`config.mk`:
```
export PLATFORM = sky130hd
export DESIGN_NAME = prog_freq_watchdog_recovery
export DESIGN_NICKNAME = d
export VERILOG_FILES = /design/src/freq_wdt_pkg.sv /design/src/prog_freq_watchdog_recovery.sv /design/src/reset_pulser.sv /design/src/wdt_counter.sv
export SDC_FILE = /design/constraint.sdc
export NUM_CORES = 1
export LEC_CHECK = 0
export BUFFER_PORTS_ARGS = -buffer_cell sky130_fd_sc_hd__buf_2
export CAP_MARGIN = 20
export CORE_ASPECT_RATIO = 1.5
export CORE_UTILIZATION = 35
export CTS_CLUSTER_DIAMETER = 50
export DETAILED_ROUTE_END_ITERATION = 10
export SYNTH_ARGS = -nofsm -noshare
export SYNTH_HDL_FRONTEND = slang
export SYNTH_SLANG_ARGS = --single-unit
```
`constraint.sdc`:
```
create_clock -name clock -period 8.4 [get_ports clock]
set_input_delay 2.1 -clock clock [delete_from_list [all_inputs] [get_ports clock]]
set_output_delay 2.1 -clock clock [all_outputs]
set_load 0.005 [all_outputs]
```
`src/freq_wdt_pkg.sv`:
```
// Package: register layout, reset values and timing constants
package freq_wdt_pkg;

    // Clock rate and prescaler time units
    localparam int unsigned CLK_MHZ          = 100;
    localparam int unsigned UNIT_SHORT_MS    = 150;
    localparam int unsigned UNIT_LONG_MS     = 2500;
    localparam int unsigned UNIT_SHORT_CYC   = UNIT_SHORT_MS * 1000 * CLK_MHZ;
    localparam int unsigned UNIT_LONG_CYC    = UNIT_LONG_MS * 1000 * CLK_MHZ;
    localparam int unsigned RESET_PULSE_CYC  = 16;

    // Byte offsets of the control bytes on the register port
    localparam logic [4:0] OFF_CTRL          = 5'h00;
    localparam logic [4:0] OFF_SELECT        = 5'h01;
    localparam logic [4:0] OFF_WDT           = 5'h02;
    localparam logic [4:0] OFF_REC_N         = 5'h03;
    localparam logic [4:0] OFF_REC_M         = 5'h04;
    localparam logic [4:0] OFF_CPU_N         = 5'h05;
    localparam logic [4:0] OFF_CPU_M         = 5'h06;
    localparam logic [4:0] OFF_STRAPS        = 5'h07;

    // Bit positions inside the control byte
    localparam int unsigned BIT_OVERRIDE     = 0;
    localparam int unsigned BIT_REC_SRC      = 1;
    localparam int unsigned BIT_WATCHDOG_ENABLE        = 2;
    localparam int unsigned BIT_WD_FLAG      = 3;
    localparam int unsigned BIT_UNIT_SEL     = 4;
    localparam int unsigned BIT_RST_WD       = 5;
    localparam int unsigned BIT_RST_FC       = 6;
    // Bit position of enable in the cpu_m byte
    localparam int unsigned BIT_PROG_EN      = 7;

    // Reset values
    localparam logic [7:0] CTRL_RST          = 8'h00;
    localparam logic [4:0] TIMEOUT_RST       = 5'h1f;

    // Where the output frequency comes from
    typedef struct packed {
        logic       use_dividers;
        logic [4:0] ratio_select;
        logic [7:0] numerator;
        logic [6:0] denominator;
    } freq_setting_t;

    // Register port request
    typedef struct packed {
        logic       wr;
        logic [4:0] addr;
        logic [7:0] wdata;
    } reg_req_t;

endpackage

```
`src/prog_freq_watchdog_recovery.sv`:
```
// Frequency selection, watchdog and recovery control
`timescale 1ns/10ps
`default_nettype none
module prog_freq_watchdog_recovery (
    input  wire logic                    clock,
    input  wire logic                    rstn,
    input  wire logic [4:0]              strap_select_inputs,
    input  wire freq_wdt_pkg::reg_req_t  reg_req,
    output logic [7:0]                   reg_rdata,
    output freq_wdt_pkg::freq_setting_t  freq_out,
    output logic                         freq_load,
    output logic                         in_recovery,
    output logic                         system_reset
);
    // Synchronised straps and latched copy
    logic [4:0] strap_s1_reg;
    logic [4:0] strap_s2_reg;
    logic [4:0] strap_latch_reg;
    logic       strap_done_reg;

    // Control state
    logic       select_source_override_reg;
    logic       recovery_source_select_reg;
    logic       watchdog_enable_reg;
    logic       watchdog_timeout_flag_reg;
    logic       watchdog_unit_select_reg;
    logic       reset_on_timeout_enable_reg;
    logic       reset_on_freq_change_enable_reg;
    logic       prog_enable_reg;
    logic [4:0] select_field_reg;
    logic [4:0] watchdog_timeout_value_reg;
    logic [7:0] cpu_divider_numerator_reg;
    logic [6:0] cpu_divider_denominator_reg;
    logic [7:0] recovery_divider_numerator_reg;
    logic [6:0] recovery_divider_denominator_reg;
    logic       recovery_reg;

    // Output registers
    logic [7:0] rdata_reg;
    freq_wdt_pkg::freq_setting_t freq_reg;
    logic       load_reg;
    logic       sysrst_reg;

    // Decoded writes
    logic       wr_ctrl;
    logic       wr_sel;
    logic       wr_wdt;
    logic       wr_rec_n;
    logic       wr_rec_m;
    logic       wr_cpu_n;
    logic       wr_cpu_m;
    logic       normal_load;
    logic       recovery_load;
    logic       timeout_evt;
    logic       freq_change;
    logic       pulse;
    logic       wdt_running;
    logic [4:0] ratio_src;
    freq_wdt_pkg::freq_setting_t normal_set;
    freq_wdt_pkg::freq_setting_t recovery_set;
    freq_wdt_pkg::freq_setting_t load_set;
    logic       load_now;
    logic       pulse_req;
    logic       override_next;
    logic       rec_src_next;
    logic       prog_enable_next;
    logic [4:0] select_next;
    logic [7:0] cpu_n_next;
    logic [6:0] cpu_m_next;
    logic [7:0] rec_n_next;
    logic [6:0] rec_m_next;
    logic [7:0] rd_mux;

    function automatic logic hit(input freq_wdt_pkg::reg_req_t r, input logic [4:0] off);
        hit = r.wr && (r.addr == off);
    endfunction

    // Write decode; straps have no write path
    assign wr_ctrl  = hit(reg_req, freq_wdt_pkg::OFF_CTRL);
    assign wr_sel   = hit(reg_req, freq_wdt_pkg::OFF_SELECT);
    assign wr_wdt   = hit(reg_req, freq_wdt_pkg::OFF_WDT);
    assign wr_rec_n = hit(reg_req, freq_wdt_pkg::OFF_REC_N);
    assign wr_rec_m = hit(reg_req, freq_wdt_pkg::OFF_REC_M);
    assign wr_cpu_n = hit(reg_req, freq_wdt_pkg::OFF_CPU_N);
    assign wr_cpu_m = hit(reg_req, freq_wdt_pkg::OFF_CPU_M);

    // Values as they stand after this edge; a load must carry the byte written with it
    assign override_next    = wr_ctrl ? reg_req.wdata[freq_wdt_pkg::BIT_OVERRIDE]
                                      : select_source_override_reg;
    assign rec_src_next     = wr_ctrl ? reg_req.wdata[freq_wdt_pkg::BIT_REC_SRC]
                                      : recovery_source_select_reg;
    assign prog_enable_next = wr_cpu_m ? reg_req.wdata[freq_wdt_pkg::BIT_PROG_EN]
                                       : prog_enable_reg;
    assign select_next      = wr_sel ? reg_req.wdata[4:0] : select_field_reg;
    assign cpu_n_next       = wr_cpu_n ? reg_req.wdata : cpu_divider_numerator_reg;
    assign cpu_m_next       = wr_cpu_m ? reg_req.wdata[6:0] : cpu_divider_denominator_reg;
    assign rec_n_next       = wr_rec_n ? reg_req.wdata : recovery_divider_numerator_reg;
    assign rec_m_next       = wr_rec_m ? reg_req.wdata[6:0] : recovery_divider_denominator_reg;

    // Ratio and gear come from straps or select field
    assign ratio_src = override_next ? select_next : strap_latch_reg;

    // Normal setting: dividers only when enabled; any ratio 50..248 MHz reachable
    assign normal_set.use_dividers = prog_enable_next;
    assign normal_set.ratio_select = ratio_src;
    assign normal_set.numerator    = cpu_n_next;
    assign normal_set.denominator  = cpu_m_next;

    // Recovery setting: straps or recovery dividers
    assign recovery_set.use_dividers = rec_src_next;
    assign recovery_set.ratio_select = rec_src_next ? ratio_src : strap_latch_reg;
    assign recovery_set.numerator    = rec_n_next;
    assign recovery_set.denominator  = rec_m_next;

    // Loads: a divider write, a mode write, or entering recovery
    assign normal_load   = wr_cpu_n || wr_cpu_m || wr_sel || wr_ctrl;
    assign recovery_load = (wr_rec_n || wr_rec_m) && recovery_reg;
    assign load_now      = timeout_evt || (normal_load && !recovery_reg) || recovery_load;
    assign load_set      = (timeout_evt || recovery_reg) ? recovery_set : normal_set;
    assign freq_change   = load_now && (load_set != freq_reg);
    assign pulse_req     = (timeout_evt && reset_on_timeout_enable_reg) ||
                           (freq_change && reset_on_freq_change_enable_reg);

    // Read mux; unused addresses read zero
    assign rd_mux = (reg_req.addr == freq_wdt_pkg::OFF_CTRL) ?
                        {1'b0, reset_on_freq_change_enable_reg, reset_on_timeout_enable_reg,
                         watchdog_unit_select_reg, watchdog_timeout_flag_reg,
                         watchdog_enable_reg, recovery_source_select_reg,
                         select_source_override_reg} :
                    (reg_req.addr == freq_wdt_pkg::OFF_SELECT) ? {3'h0, select_field_reg} :
                    (reg_req.addr == freq_wdt_pkg::OFF_WDT) ? {3'h0, watchdog_timeout_value_reg} :
                    (reg_req.addr == freq_wdt_pkg::OFF_REC_N) ? recovery_divider_numerator_reg :
                    (reg_req.addr == freq_wdt_pkg::OFF_REC_M) ? {1'b0, recovery_divider_denominator_reg} :
                    (reg_req.addr == freq_wdt_pkg::OFF_CPU_N) ? cpu_divider_numerator_reg :
                    (reg_req.addr == freq_wdt_pkg::OFF_CPU_M) ? {prog_enable_reg, cpu_divider_denominator_reg} :
                    (reg_req.addr == freq_wdt_pkg::OFF_STRAPS) ? {strap_latch_reg, 3'h0} : 8'h00;

    assign reg_rdata    = rdata_reg;
    assign freq_out     = freq_reg;
    assign freq_load    = load_reg;
    assign in_recovery  = recovery_reg;
    assign system_reset = sysrst_reg;

    // Straps pass two flops, then latch once after reset release
    always_ff @(posedge clock) begin
        strap_s1_reg <= strap_select_inputs;
        strap_s2_reg <= strap_s1_reg;
        if (!rstn) begin
            strap_done_reg  <= 1'b0;
            strap_latch_reg <= 5'h00;
        end else if (!strap_done_reg) begin
            strap_done_reg  <= 1'b1;
            strap_latch_reg <= strap_s2_reg;
        end
    end

    // Control byte register
    always_ff @(posedge clock) begin
        if (!rstn) begin
            select_source_override_reg      <= freq_wdt_pkg::CTRL_RST[freq_wdt_pkg::BIT_OVERRIDE];
            recovery_source_select_reg      <= freq_wdt_pkg::CTRL_RST[freq_wdt_pkg::BIT_REC_SRC];
            watchdog_enable_reg             <= freq_wdt_pkg::CTRL_RST[freq_wdt_pkg::BIT_WATCHDOG_ENABLE];
            watchdog_unit_select_reg        <= freq_wdt_pkg::CTRL_RST[freq_wdt_pkg::BIT_UNIT_SEL];
            reset_on_timeout_enable_reg     <= freq_wdt_pkg::CTRL_RST[freq_wdt_pkg::BIT_RST_WD];
            reset_on_freq_change_enable_reg <= freq_wdt_pkg::CTRL_RST[freq_wdt_pkg::BIT_RST_FC];
        end else if (wr_ctrl) begin
            select_source_override_reg      <= reg_req.wdata[freq_wdt_pkg::BIT_OVERRIDE];
            recovery_source_select_reg      <= reg_req.wdata[freq_wdt_pkg::BIT_REC_SRC];
            watchdog_enable_reg             <= reg_req.wdata[freq_wdt_pkg::BIT_WATCHDOG_ENABLE];
            watchdog_unit_select_reg        <= reg_req.wdata[freq_wdt_pkg::BIT_UNIT_SEL];
            reset_on_timeout_enable_reg     <= reg_req.wdata[freq_wdt_pkg::BIT_RST_WD];
            reset_on_freq_change_enable_reg <= reg_req.wdata[freq_wdt_pkg::BIT_RST_FC];
        end
    end

    // Sticky flag; a time-out in the clear cycle wins
    always_ff @(posedge clock) begin
        if (!rstn) begin
            watchdog_timeout_flag_reg <= 1'b0;
        end else if (timeout_evt) begin
            watchdog_timeout_flag_reg <= 1'b1;
        end else if (wr_ctrl && reg_req.wdata[freq_wdt_pkg::BIT_WD_FLAG]) begin
            watchdog_timeout_flag_reg <= 1'b0;
        end
    end

    // Data registers
    always_ff @(posedge clock) begin
        if (!rstn) begin
            prog_enable_reg                  <= 1'b0;
            select_field_reg                 <= 5'h00;
            watchdog_timeout_value_reg       <= freq_wdt_pkg::TIMEOUT_RST;
            cpu_divider_numerator_reg        <= 8'h00;
            cpu_divider_denominator_reg      <= 7'h00;
            recovery_divider_numerator_reg   <= 8'h00;
            recovery_divider_denominator_reg <= 7'h00;
        end else begin
            if (wr_sel)   select_field_reg <= reg_req.wdata[4:0];
            if (wr_wdt)   watchdog_timeout_value_reg <= reg_req.wdata[4:0];
            if (wr_cpu_n) cpu_divider_numerator_reg <= reg_req.wdata;
            if (wr_cpu_m) begin
                prog_enable_reg             <= reg_req.wdata[freq_wdt_pkg::BIT_PROG_EN];
                cpu_divider_denominator_reg <= reg_req.wdata[6:0];
            end
            if (wr_rec_n) recovery_divider_numerator_reg <= reg_req.wdata;
            if (wr_rec_m) recovery_divider_denominator_reg <= reg_req.wdata[6:0];
        end
    end

    // Recovery mode: entered on time-out, left when the flag is cleared
    always_ff @(posedge clock) begin
        if (!rstn) begin
            recovery_reg <= 1'b0;
        end else if (timeout_evt) begin
            recovery_reg <= 1'b1;
        end else if (wr_ctrl && reg_req.wdata[freq_wdt_pkg::BIT_WD_FLAG]) begin
            recovery_reg <= 1'b0;
        end
    end

    // Output setting and load strobe; recovery follows timeout in one cycle
    always_ff @(posedge clock) begin
        if (!rstn) begin
            freq_reg  <= '0;
            load_reg  <= 1'b0;
            rdata_reg <= 8'h00;
        end else begin
            load_reg  <= normal_load || recovery_load || timeout_evt;
            rdata_reg <= rd_mux;
            if (load_now) begin
                freq_reg <= load_set;
            end
        end
    end

    // Reset pulse requests
    always_ff @(posedge clock) begin
        if (!rstn) begin
            sysrst_reg <= 1'b0;
        end else begin
            sysrst_reg <= pulse;
        end
    end

    // Entering recovery does not rearm, so one hang gives one time-out
    wdt_counter u_wdt (
        .clock         (clock),
        .rstn          (rstn),
        .enable        (watchdog_enable_reg),
        .arm           (freq_change && !timeout_evt),
        .unit_select   (watchdog_unit_select_reg),
        .timeout_value (watchdog_timeout_value_reg),
        .expired       (timeout_evt),
        .running       (wdt_running)
    );

    reset_pulser u_pulse (
        .clock   (clock),
        .rstn    (rstn),
        .trigger (pulse_req),
        .pulse   (pulse)
    );

    // Checks
    AST_TIMEOUT_SETS_FLAG: assert property (@(posedge clock) disable iff (!rstn)
        timeout_evt |=> watchdog_timeout_flag_reg && recovery_reg)
        else $error("timeout did not set flag");
    AST_FLAG_STICKY: assert property (@(posedge clock) disable iff (!rstn)
        watchdog_timeout_flag_reg && !(wr_ctrl && reg_req.wdata[freq_wdt_pkg::BIT_WD_FLAG])
        |=> watchdog_timeout_flag_reg)
        else $error("flag dropped without clear");
    AST_CLEAR_FLAG: assert property (@(posedge clock) disable iff (!rstn)
        wr_ctrl && reg_req.wdata[freq_wdt_pkg::BIT_WD_FLAG] && !timeout_evt
        |=> !watchdog_timeout_flag_reg)
        else $error("write one did not clear flag");
    AST_WD_RESET: assert property (@(posedge clock) disable iff (!rstn)
        timeout_evt && reset_on_timeout_enable_reg |-> ##2 sysrst_reg [*8])
        else $error("timeout reset pulse missing");
    AST_FC_RESET: assert property (@(posedge clock) disable iff (!rstn)
        freq_change && reset_on_freq_change_enable_reg |-> ##2 sysrst_reg)
        else $error("frequency change reset missing");
    AST_NO_RESET: assert property (@(posedge clock) disable iff (!rstn)
        !pulse && (!timeout_evt || !reset_on_timeout_enable_reg) &&
        (!freq_change || !reset_on_freq_change_enable_reg) |=> ##1 !sysrst_reg)
        else $error("spurious system reset");
    AST_LOAD_CPU: assert property (@(posedge clock) disable iff (!rstn)
        (wr_cpu_n || wr_cpu_m) && !recovery_reg && !timeout_evt |=> freq_load)
        else $error("divider write did not load");
    AST_RECOVERY_SRC: assert property (@(posedge clock) disable iff (!rstn)
        timeout_evt |=> freq_out.use_dividers == $past(recovery_source_select_reg))
        else $error("recovery source wrong");
    AST_WD_STOPPED: assert property (@(posedge clock) disable iff (!rstn)
        !watchdog_enable_reg |=> !wdt_running)
        else $error("watchdog ran while disabled");
    AST_RATIO_SRC: assert property (@(posedge clock) disable iff (!rstn)
        wr_sel && !recovery_reg && !timeout_evt |=> freq_out.ratio_select ==
        ($past(select_source_override_reg) ? $past(reg_req.wdata[4:0]) : strap_latch_reg))
        else $error("ratio source wrong");
endmodule
`default_nettype wire

```
`src/reset_pulser.sv`:
```
// Fixed-width system reset pulse generator
`timescale 1ns/10ps
`default_nettype none
module reset_pulser (
    input  wire logic clock,
    input  wire logic rstn,
    input  wire logic trigger,
    output logic      pulse
);
    logic [7:0] cnt_reg;

    assign pulse = (cnt_reg != 8'h0);

    // Retrigger restarts the full width
    always_ff @(posedge clock) begin
        if (!rstn) begin
            cnt_reg <= 8'h0;
        end else if (trigger) begin
            cnt_reg <= 8'(freq_wdt_pkg::RESET_PULSE_CYC);
        end else if (cnt_reg != 8'h0) begin
            cnt_reg <= cnt_reg - 8'h1;
        end
    end
endmodule
`default_nettype wire

```
`src/wdt_counter.sv`:
```
// Watchdog counter with prescaler time base
`timescale 1ns/10ps
`default_nettype none
module wdt_counter (
    input  wire logic       clock,
    input  wire logic       rstn,
    input  wire logic       enable,
    input  wire logic       arm,
    input  wire logic       unit_select,
    input  wire logic [4:0] timeout_value,
    output logic            expired,
    output logic            running
);
    logic [31:0] pre_reg;
    logic [4:0]  count_reg;
    logic        run_reg;
    logic        exp_reg;
    logic [31:0] unit_cyc;
    logic        tick;

    // Prescaler limit from the unit select
    assign unit_cyc = unit_select ? freq_wdt_pkg::UNIT_LONG_CYC : freq_wdt_pkg::UNIT_SHORT_CYC;
    assign tick     = run_reg && (pre_reg == unit_cyc - 32'h1);
    assign expired  = exp_reg;
    assign running  = run_reg;

    // Disabled stops and reloads; armed only by a frequency change
    always_ff @(posedge clock) begin
        exp_reg <= 1'b0;
        if (!rstn || !enable) begin
            pre_reg   <= 32'h0;
            count_reg <= timeout_value;
            run_reg   <= 1'b0;
        end else if (arm) begin
            pre_reg   <= 32'h0;
            count_reg <= timeout_value;
            run_reg   <= 1'b1;
        end else if (tick) begin
            pre_reg <= 32'h0;
            if (count_reg <= 5'h1) begin
                count_reg <= 5'h0;
                run_reg   <= 1'b0;
                exp_reg   <= 1'b1;
            end else begin
                count_reg <= count_reg - 5'h1;
            end
        end else if (run_reg) begin
            pre_reg <= pre_reg + 32'h1;
        end
    end
endmodule
`default_nettype wire
```
==> flow_summary.yaml, run 1 <==
outcome:
  outcome: "finished clean"
grt:
  grt_max_degree: 77
  grt_pass1_vias: 5654
  track_usage_pct: 21.1
  antenna_found_initial: 0
  grt_overflow: 0
  grt_pass1_wl_mm: 31.0
sta:
  finalCritPeriodShare_pct: 68.1
  fmax_mhz: 175
  finalSetupTns_ns: 0
  rsz0062_at_grt: "false"
  setup_viol: 0
  slew_headroom_pct: 38.5
  fin_skew_ns: 0.0105
  period_minus_slack_ns: 5.72
  drv_slew: 0
  hold_violations: 0
  worstMarginPinSlew_ns: 0.915
clocking:
  cts.sinks: 142
  cts.path.max_buffers: 2
  cts_tree: "done"
  cts.htree.levels: 4
  cts-resized-gates: 0
  cts_hold_buf: 0
  clock_latency_ns: 0.43
  path_clk_slew_ns: 0.07
  clockRootBuffer: "clkbuf_16"
  cts_setup_buffers: 0
  cts_buffers: 17
floorplan:
  rows: 61
  coreArea_mm2: 0.0186
  die_area_mm2: 0.0197
  dieWidth_um: 115
  dieHeight_um: 171
  initial_core_util_pct: 36.0
  io_pins: 53
critical_path:
  required_ns: 8.57
  crit_slowest_cell: "nor4b_1"
  reg2reg_from: "in_recovery$_SDFFE_PN0P_"
  endpoint_kind: "flop"
  crit_fanout: 31
  start_kind: "primary input"
  cp_slowest_stage_delay_ns: 0.64
  crit_path_cell_trace: "buf_2 > nor4b_1 > nand4_1 > o221a_2 > xor2_1 > or3b_1 > or4_4 > nor4_4 > o21a_2 > mux2_1"
  crit_start: "reg_req[8]"
  worstSetupPathType: "primary input to flop"
  arrival_ns: 5.89
power_and_ir_drop:
  finalPower_mw: 1.66
  leakage_nw: 2.93
  p_per_area_mw_per_mm2: 214
  vdd_drop_max_mv: 0.150
layout:
  fin_util_pct: 41.7
  layout-drive-gt1-share_pct: 13.6
  largest_register_ffs: 32
  num_antenna_cells: 0
  fillers: 1938
  nNetsFinal: 867
  stdcell_count: 1106
  final_cell_area_mm2: 0.00776
  area_growth_syn_to_layout_pct: 15.9
placed_design:
  dp.final_hpwl_mm: 14.3
  portBuffers: 52
  post_dp_cell_area_mm2: 0.00716
  dp.cells: 1073
  globalplace.congestion: 0.959
synth:
  synth_fp_nets: 832
  ys_top_cells_by_area: "dfxtp_1 41%, nand2_1 7.8%, nor2_1 5.7%"
  synth_top_area_cell: "dfxtp_1"
  ys_async_sr_fraction_pct: 0
  yosysWarnings: 0
  synth_cells: 806
  synth_commonest_cells: "140 x nand2_1, 137 x dfxtp_1, 102 x nor2_1, 68 x a21oi_1, 32 x clkbuf_1"
  synth_top_area_share_pct: 40.9
  synth.yosys.seq_area_share_pct: 43.2
  synth_cell_types: 64
  synth-main-ff-cell: "dfxtp_1"
  synth_area_mm2: 0.00670
  ys_ff_latch: 142
  synth_edf_count: 5
  synth_most_common_cell: "nand2_1"
  synth_area_per_cell_um2: 8.31
drt:
  dr.pass1.iters: 7
  postRouteAntennaNets: 0
  vias: 5940
  drtIter0Drc: 432
  via_per_inst: 5.37
  routed_wirelength_mm: 19.9
  drc: 0
  wl_per_cell_um: 18.0
run:
  drv_cap: 0
hold_path:
  hold_path_class: "flop to flop"
  hp-start: "strap_s1_reg[1]$_DFF_P_"
metal layers:
layer	up-vias	wire, µm	GRT usage (%)
met4	0	1020	12.3
met2	195	10300	37.4
met3	65	970	4.02
met5	-	0	0
li1	2894	-	-
met1	2786	7650	23.2
per-stage QoR:
stage	hold slack, ns	setup WS, ns
2_1_floorplan	0.310	2.76
3_3_place_gp	0.313	2.20
3_5_place_dp	0.320	2.15
4_1_cts	0.336	2.60
5_1_grt	0.347	2.48
6_report	0.334	2.68
cells in the final DEF (no fill, tap or decap), types with 7 or more instances in the layout:
cell and count:
a211o_1 8, a211oi_1 11, a21oi_1 68, and3_1 12, buf_2 52, buf_4 7
clkbuf_16 18, dfxtp_1 137, inv_1 13, mux2i_1 25, nand2_1 140, nand3_1 27
nand4_1 7, nor2_1 102, nor3_1 17, nor4_1 8, o21ai_0 24, o22ai_1 8
xnor2_1 24, xor2_1 29
kinds of logic (layout without fill, tap and decap cells):
group / Yosys count / count (layout) / share of synthesized area [%]
mux: 37 / 37 / 6.26
fa+ha+maj: 5 / 5 / 0.934
compound gates: 160 / 160 / 15.2
xor+xnor: 53 / 53 / 6.93
buf+inv: 57 / 105 / 3.29
simple gates: 352 / 352 / 24.2
flops: 142 / 142 / 43.2
path summary, 6_finish.rpt:
kind | cells past startpoint | endpoint | slack (ns)
hold reg to reg | 0 | strap_s2_reg[1]$_DFF_P_ | 0.33
setup / recovery | 10 | u_wdt.count_reg[1]$_DFFE_PP_ | 2.68
hold / removal | 0 | strap_s2_reg[1]$_DFF_P_ | 0.33
setup reg to reg | 9 | u_wdt.count_reg[1]$_DFFE_PP_ | 4.33
final cells by class:
type                    count  area (µm²)  area share (%)
multi-input cells         607        3590            46.3
flip-flops and latches    142        2890            37.3
clock buffers              19         464            5.98
well taps                 252         315            4.06
repair buffers             59         313            4.03
clock inverters            13         133            1.71
inverters                  14        52.6           0.677
worst max-delay path, delay by kind of cell:
family / cells / cell delay (ns)
and+or+nand+nor: 5 / 2.30
xor gates and xnor gates: 1 / 0.14
AOI/OAI and AO/OA: 2 / 0.71
buffers and inverters: 1 / 0.30
muxes: 1 / 0.33
power breakdown:
group | internal (mW) | switching [mW]
registers | 0.704 | 0.0217
logic | 0.0733 | 0.101
clock network | 0.421 | 0.338
total | 1.20 | 0.461
No activity file was read; power rests on OpenSTA's default activity.
==> run 2, diff against run 1 <==
Clock period 8.4 ns to 5.8 ns, I/O delays scaled along.
==> run 2 against run 1 <==
Global-route usage barely moved. Critical path type unchanged. Sequential share of layout area is 0.26 points lower. Highest routed layer unchanged. First-iteration DRC count is 30% higher. Via count increased by 1.1%.
==> flow_summary.yaml, run 2 (same netlist as run 1, synthesis figures left out) <==
placed_design:
  dp.final_hpwl_mm: 14.3
  dp.cells: 1077
  globalplace.congestion: 0.952
  portBuffers: 52
layout:
  final_common_cell: "nand2_1"
  most-common-layout-cells: "140 x nand2_1, 137 x dfxtp_1, 102 x nor2_1, 68 x a21oi_1, 52 x buf_2"
  num_antenna_cells: 0
  layout-drive-gt1-share_pct: 13.9
  nNetsFinal: 870
  stdcell_count: 1109
  fillers: 1937
  largest_register_ffs: 32
  area_growth_syn_to_layout_pct: 16.7
power_and_ir_drop:
  vdd_drop_max_mv: 0.181
  leakage_nw: 2.96
  p_per_area_mw_per_mm2: 315
  finalPower_mw: 2.46
clocking:
  cts.htree.levels: 4
  clock_latency_ns: 0.42
  clockRootBuffer: "clkbuf_16"
  cts_tree: "done"
  cts_buffers: 17
  cts-resized-gates: 0
  path_clk_slew_ns: 0.07
  cts_hold_buf: 0
  cts_setup_buffers: 0
  cts.path.max_buffers: 2
  cts.sinks: 142
drt:
  drc: 0
  wl_per_cell_um: 18.0
  drtIter0Drc: 560
  dr.pass1.iters: 7
  via_per_inst: 5.42
  routed_wirelength_mm: 20.0
  vias: 6007
  postRouteAntennaNets: 0
sta:
  hold_violations: 0
  finalSetupTns_ns: 0
  drv_slew: 0
  finalCritPeriodShare_pct: 84.9
  worstMarginPinSlew_ns: 1.03
  fmax_mhz: 203
  hold_ws_ns: 0.328
  setup_viol: 0
  fin_skew_ns: 0.0102
  slew_headroom_pct: 30.7
  period_minus_slack_ns: 4.93
  rsz0062_at_grt: "false"
floorplan:
  dieHeight_um: 171
  initial_core_util_pct: 36.0
  rows: 61
  io_pins: 53
  coreArea_mm2: 0.0186
  die_area_mm2: 0.0197
  dieWidth_um: 115
grt:
  grt_pass1_wl_mm: 31.1
  grt_max_degree: 48
  antenna_found_initial: 0
  track_usage_pct: 21.1
  grt_pass1_vias: 5691
  grt_overflow: 0
outcome:
  outcome: "finished clean"
run:
  drv_cap: 0
critical_path:
  arrival_ns: 5.08
  endpoint_kind: "flop"
  worstSetupPathType: "primary input to flop"
  required_ns: 5.96
  crit_fanout: 30
  start_kind: "primary input"
hold_path:
  hold_path_class: "flop to flop"
-- run 2: cell count changes in the layout (fill, tap and decap cells not counted) --
cell / previous run / this run
clkinv_4: 1 / 3
inv_6: 5 / 3
bufinv_16: 0 / 2
buf_4: 7 / 10
inv_8: 5 / 4
clkinv_8: 1 / 0
-- run 2: through the flow --
| stage | setup slack [ns] | cell area, µm² | util, % |
|---|---|---|---|
| floorplan | 0.809 | 6700 | - |
| global placement | 0.465 | 7190 | 38.6 |
| detailed placement | 0.529 | 7190 | 38.6 |
| CTS | 0.967 | 7820 | 42.0 |
| global route | 0.762 | 7820 | 42.0 |
| finish | 0.875 | 7820 | 42.0 |
-- run 2: layer usage --
layer / vias up / track usage [%] / wire, µm
met5: - / 0 / 0
met4: 0 / 13.4 / 1080
met3: 65 / 4.19 / 754
met2: 197 / 37.7 / 10400
met1: 2849 / 22.6 / 7750
li1: 2896 / - / -
-- run 2: path summary, 6_finish.rpt --
kind	slack [ns]	startpoint	cells past startpoint	endpoint
max	0.87	reg_req[9]	10	u_wdt.count_reg[2]$_DFFE_PP_
min	0.33	strap_s1_reg[2]$_DFF_P_	0	strap_s2_reg[2]$_DFF_P_
max reg2reg	1.82	in_recovery$_SDFFE_PN0P_	9	u_wdt.count_reg[2]$_DFFE_PP_
min reg2reg	0.33	strap_s1_reg[2]$_DFF_P_	0	strap_s2_reg[2]$_DFF_P_
-- run 2: critical path, cell delays in order --
cell and delay, ns:
buf_2 0.29, or2_2 0.44, o21ai_0 0.55, o221a_2 0.40
xor2_1 0.11, or3b_1 0.39, or4_4 0.43, nor4_4 0.38
o21a_2 0.28, mux2_1 0.35
-- run 2: cell type report --
type / instances / area, µm² / area share [%]
inverter: 14 / 52.6 / 0.672
clock inverter: 13 / 165 / 2.11
multi-input combinational: 607 / 3590 / 46.0
sequential: 142 / 2890 / 37.0
clock buffer: 19 / 464 / 5.94
timing repair buffer: 62 / 335 / 4.29
tap: 252 / 315 / 4.03
-- run 2: where the power goes --
group / internal [mW] / switching (mW) / leakage [nW]
clock: 0.689 / 0.465 / 0.308
combinational: 0.108 / 0.147 / 1.50
sequential: 1.02 / 0.0321 / 1.15
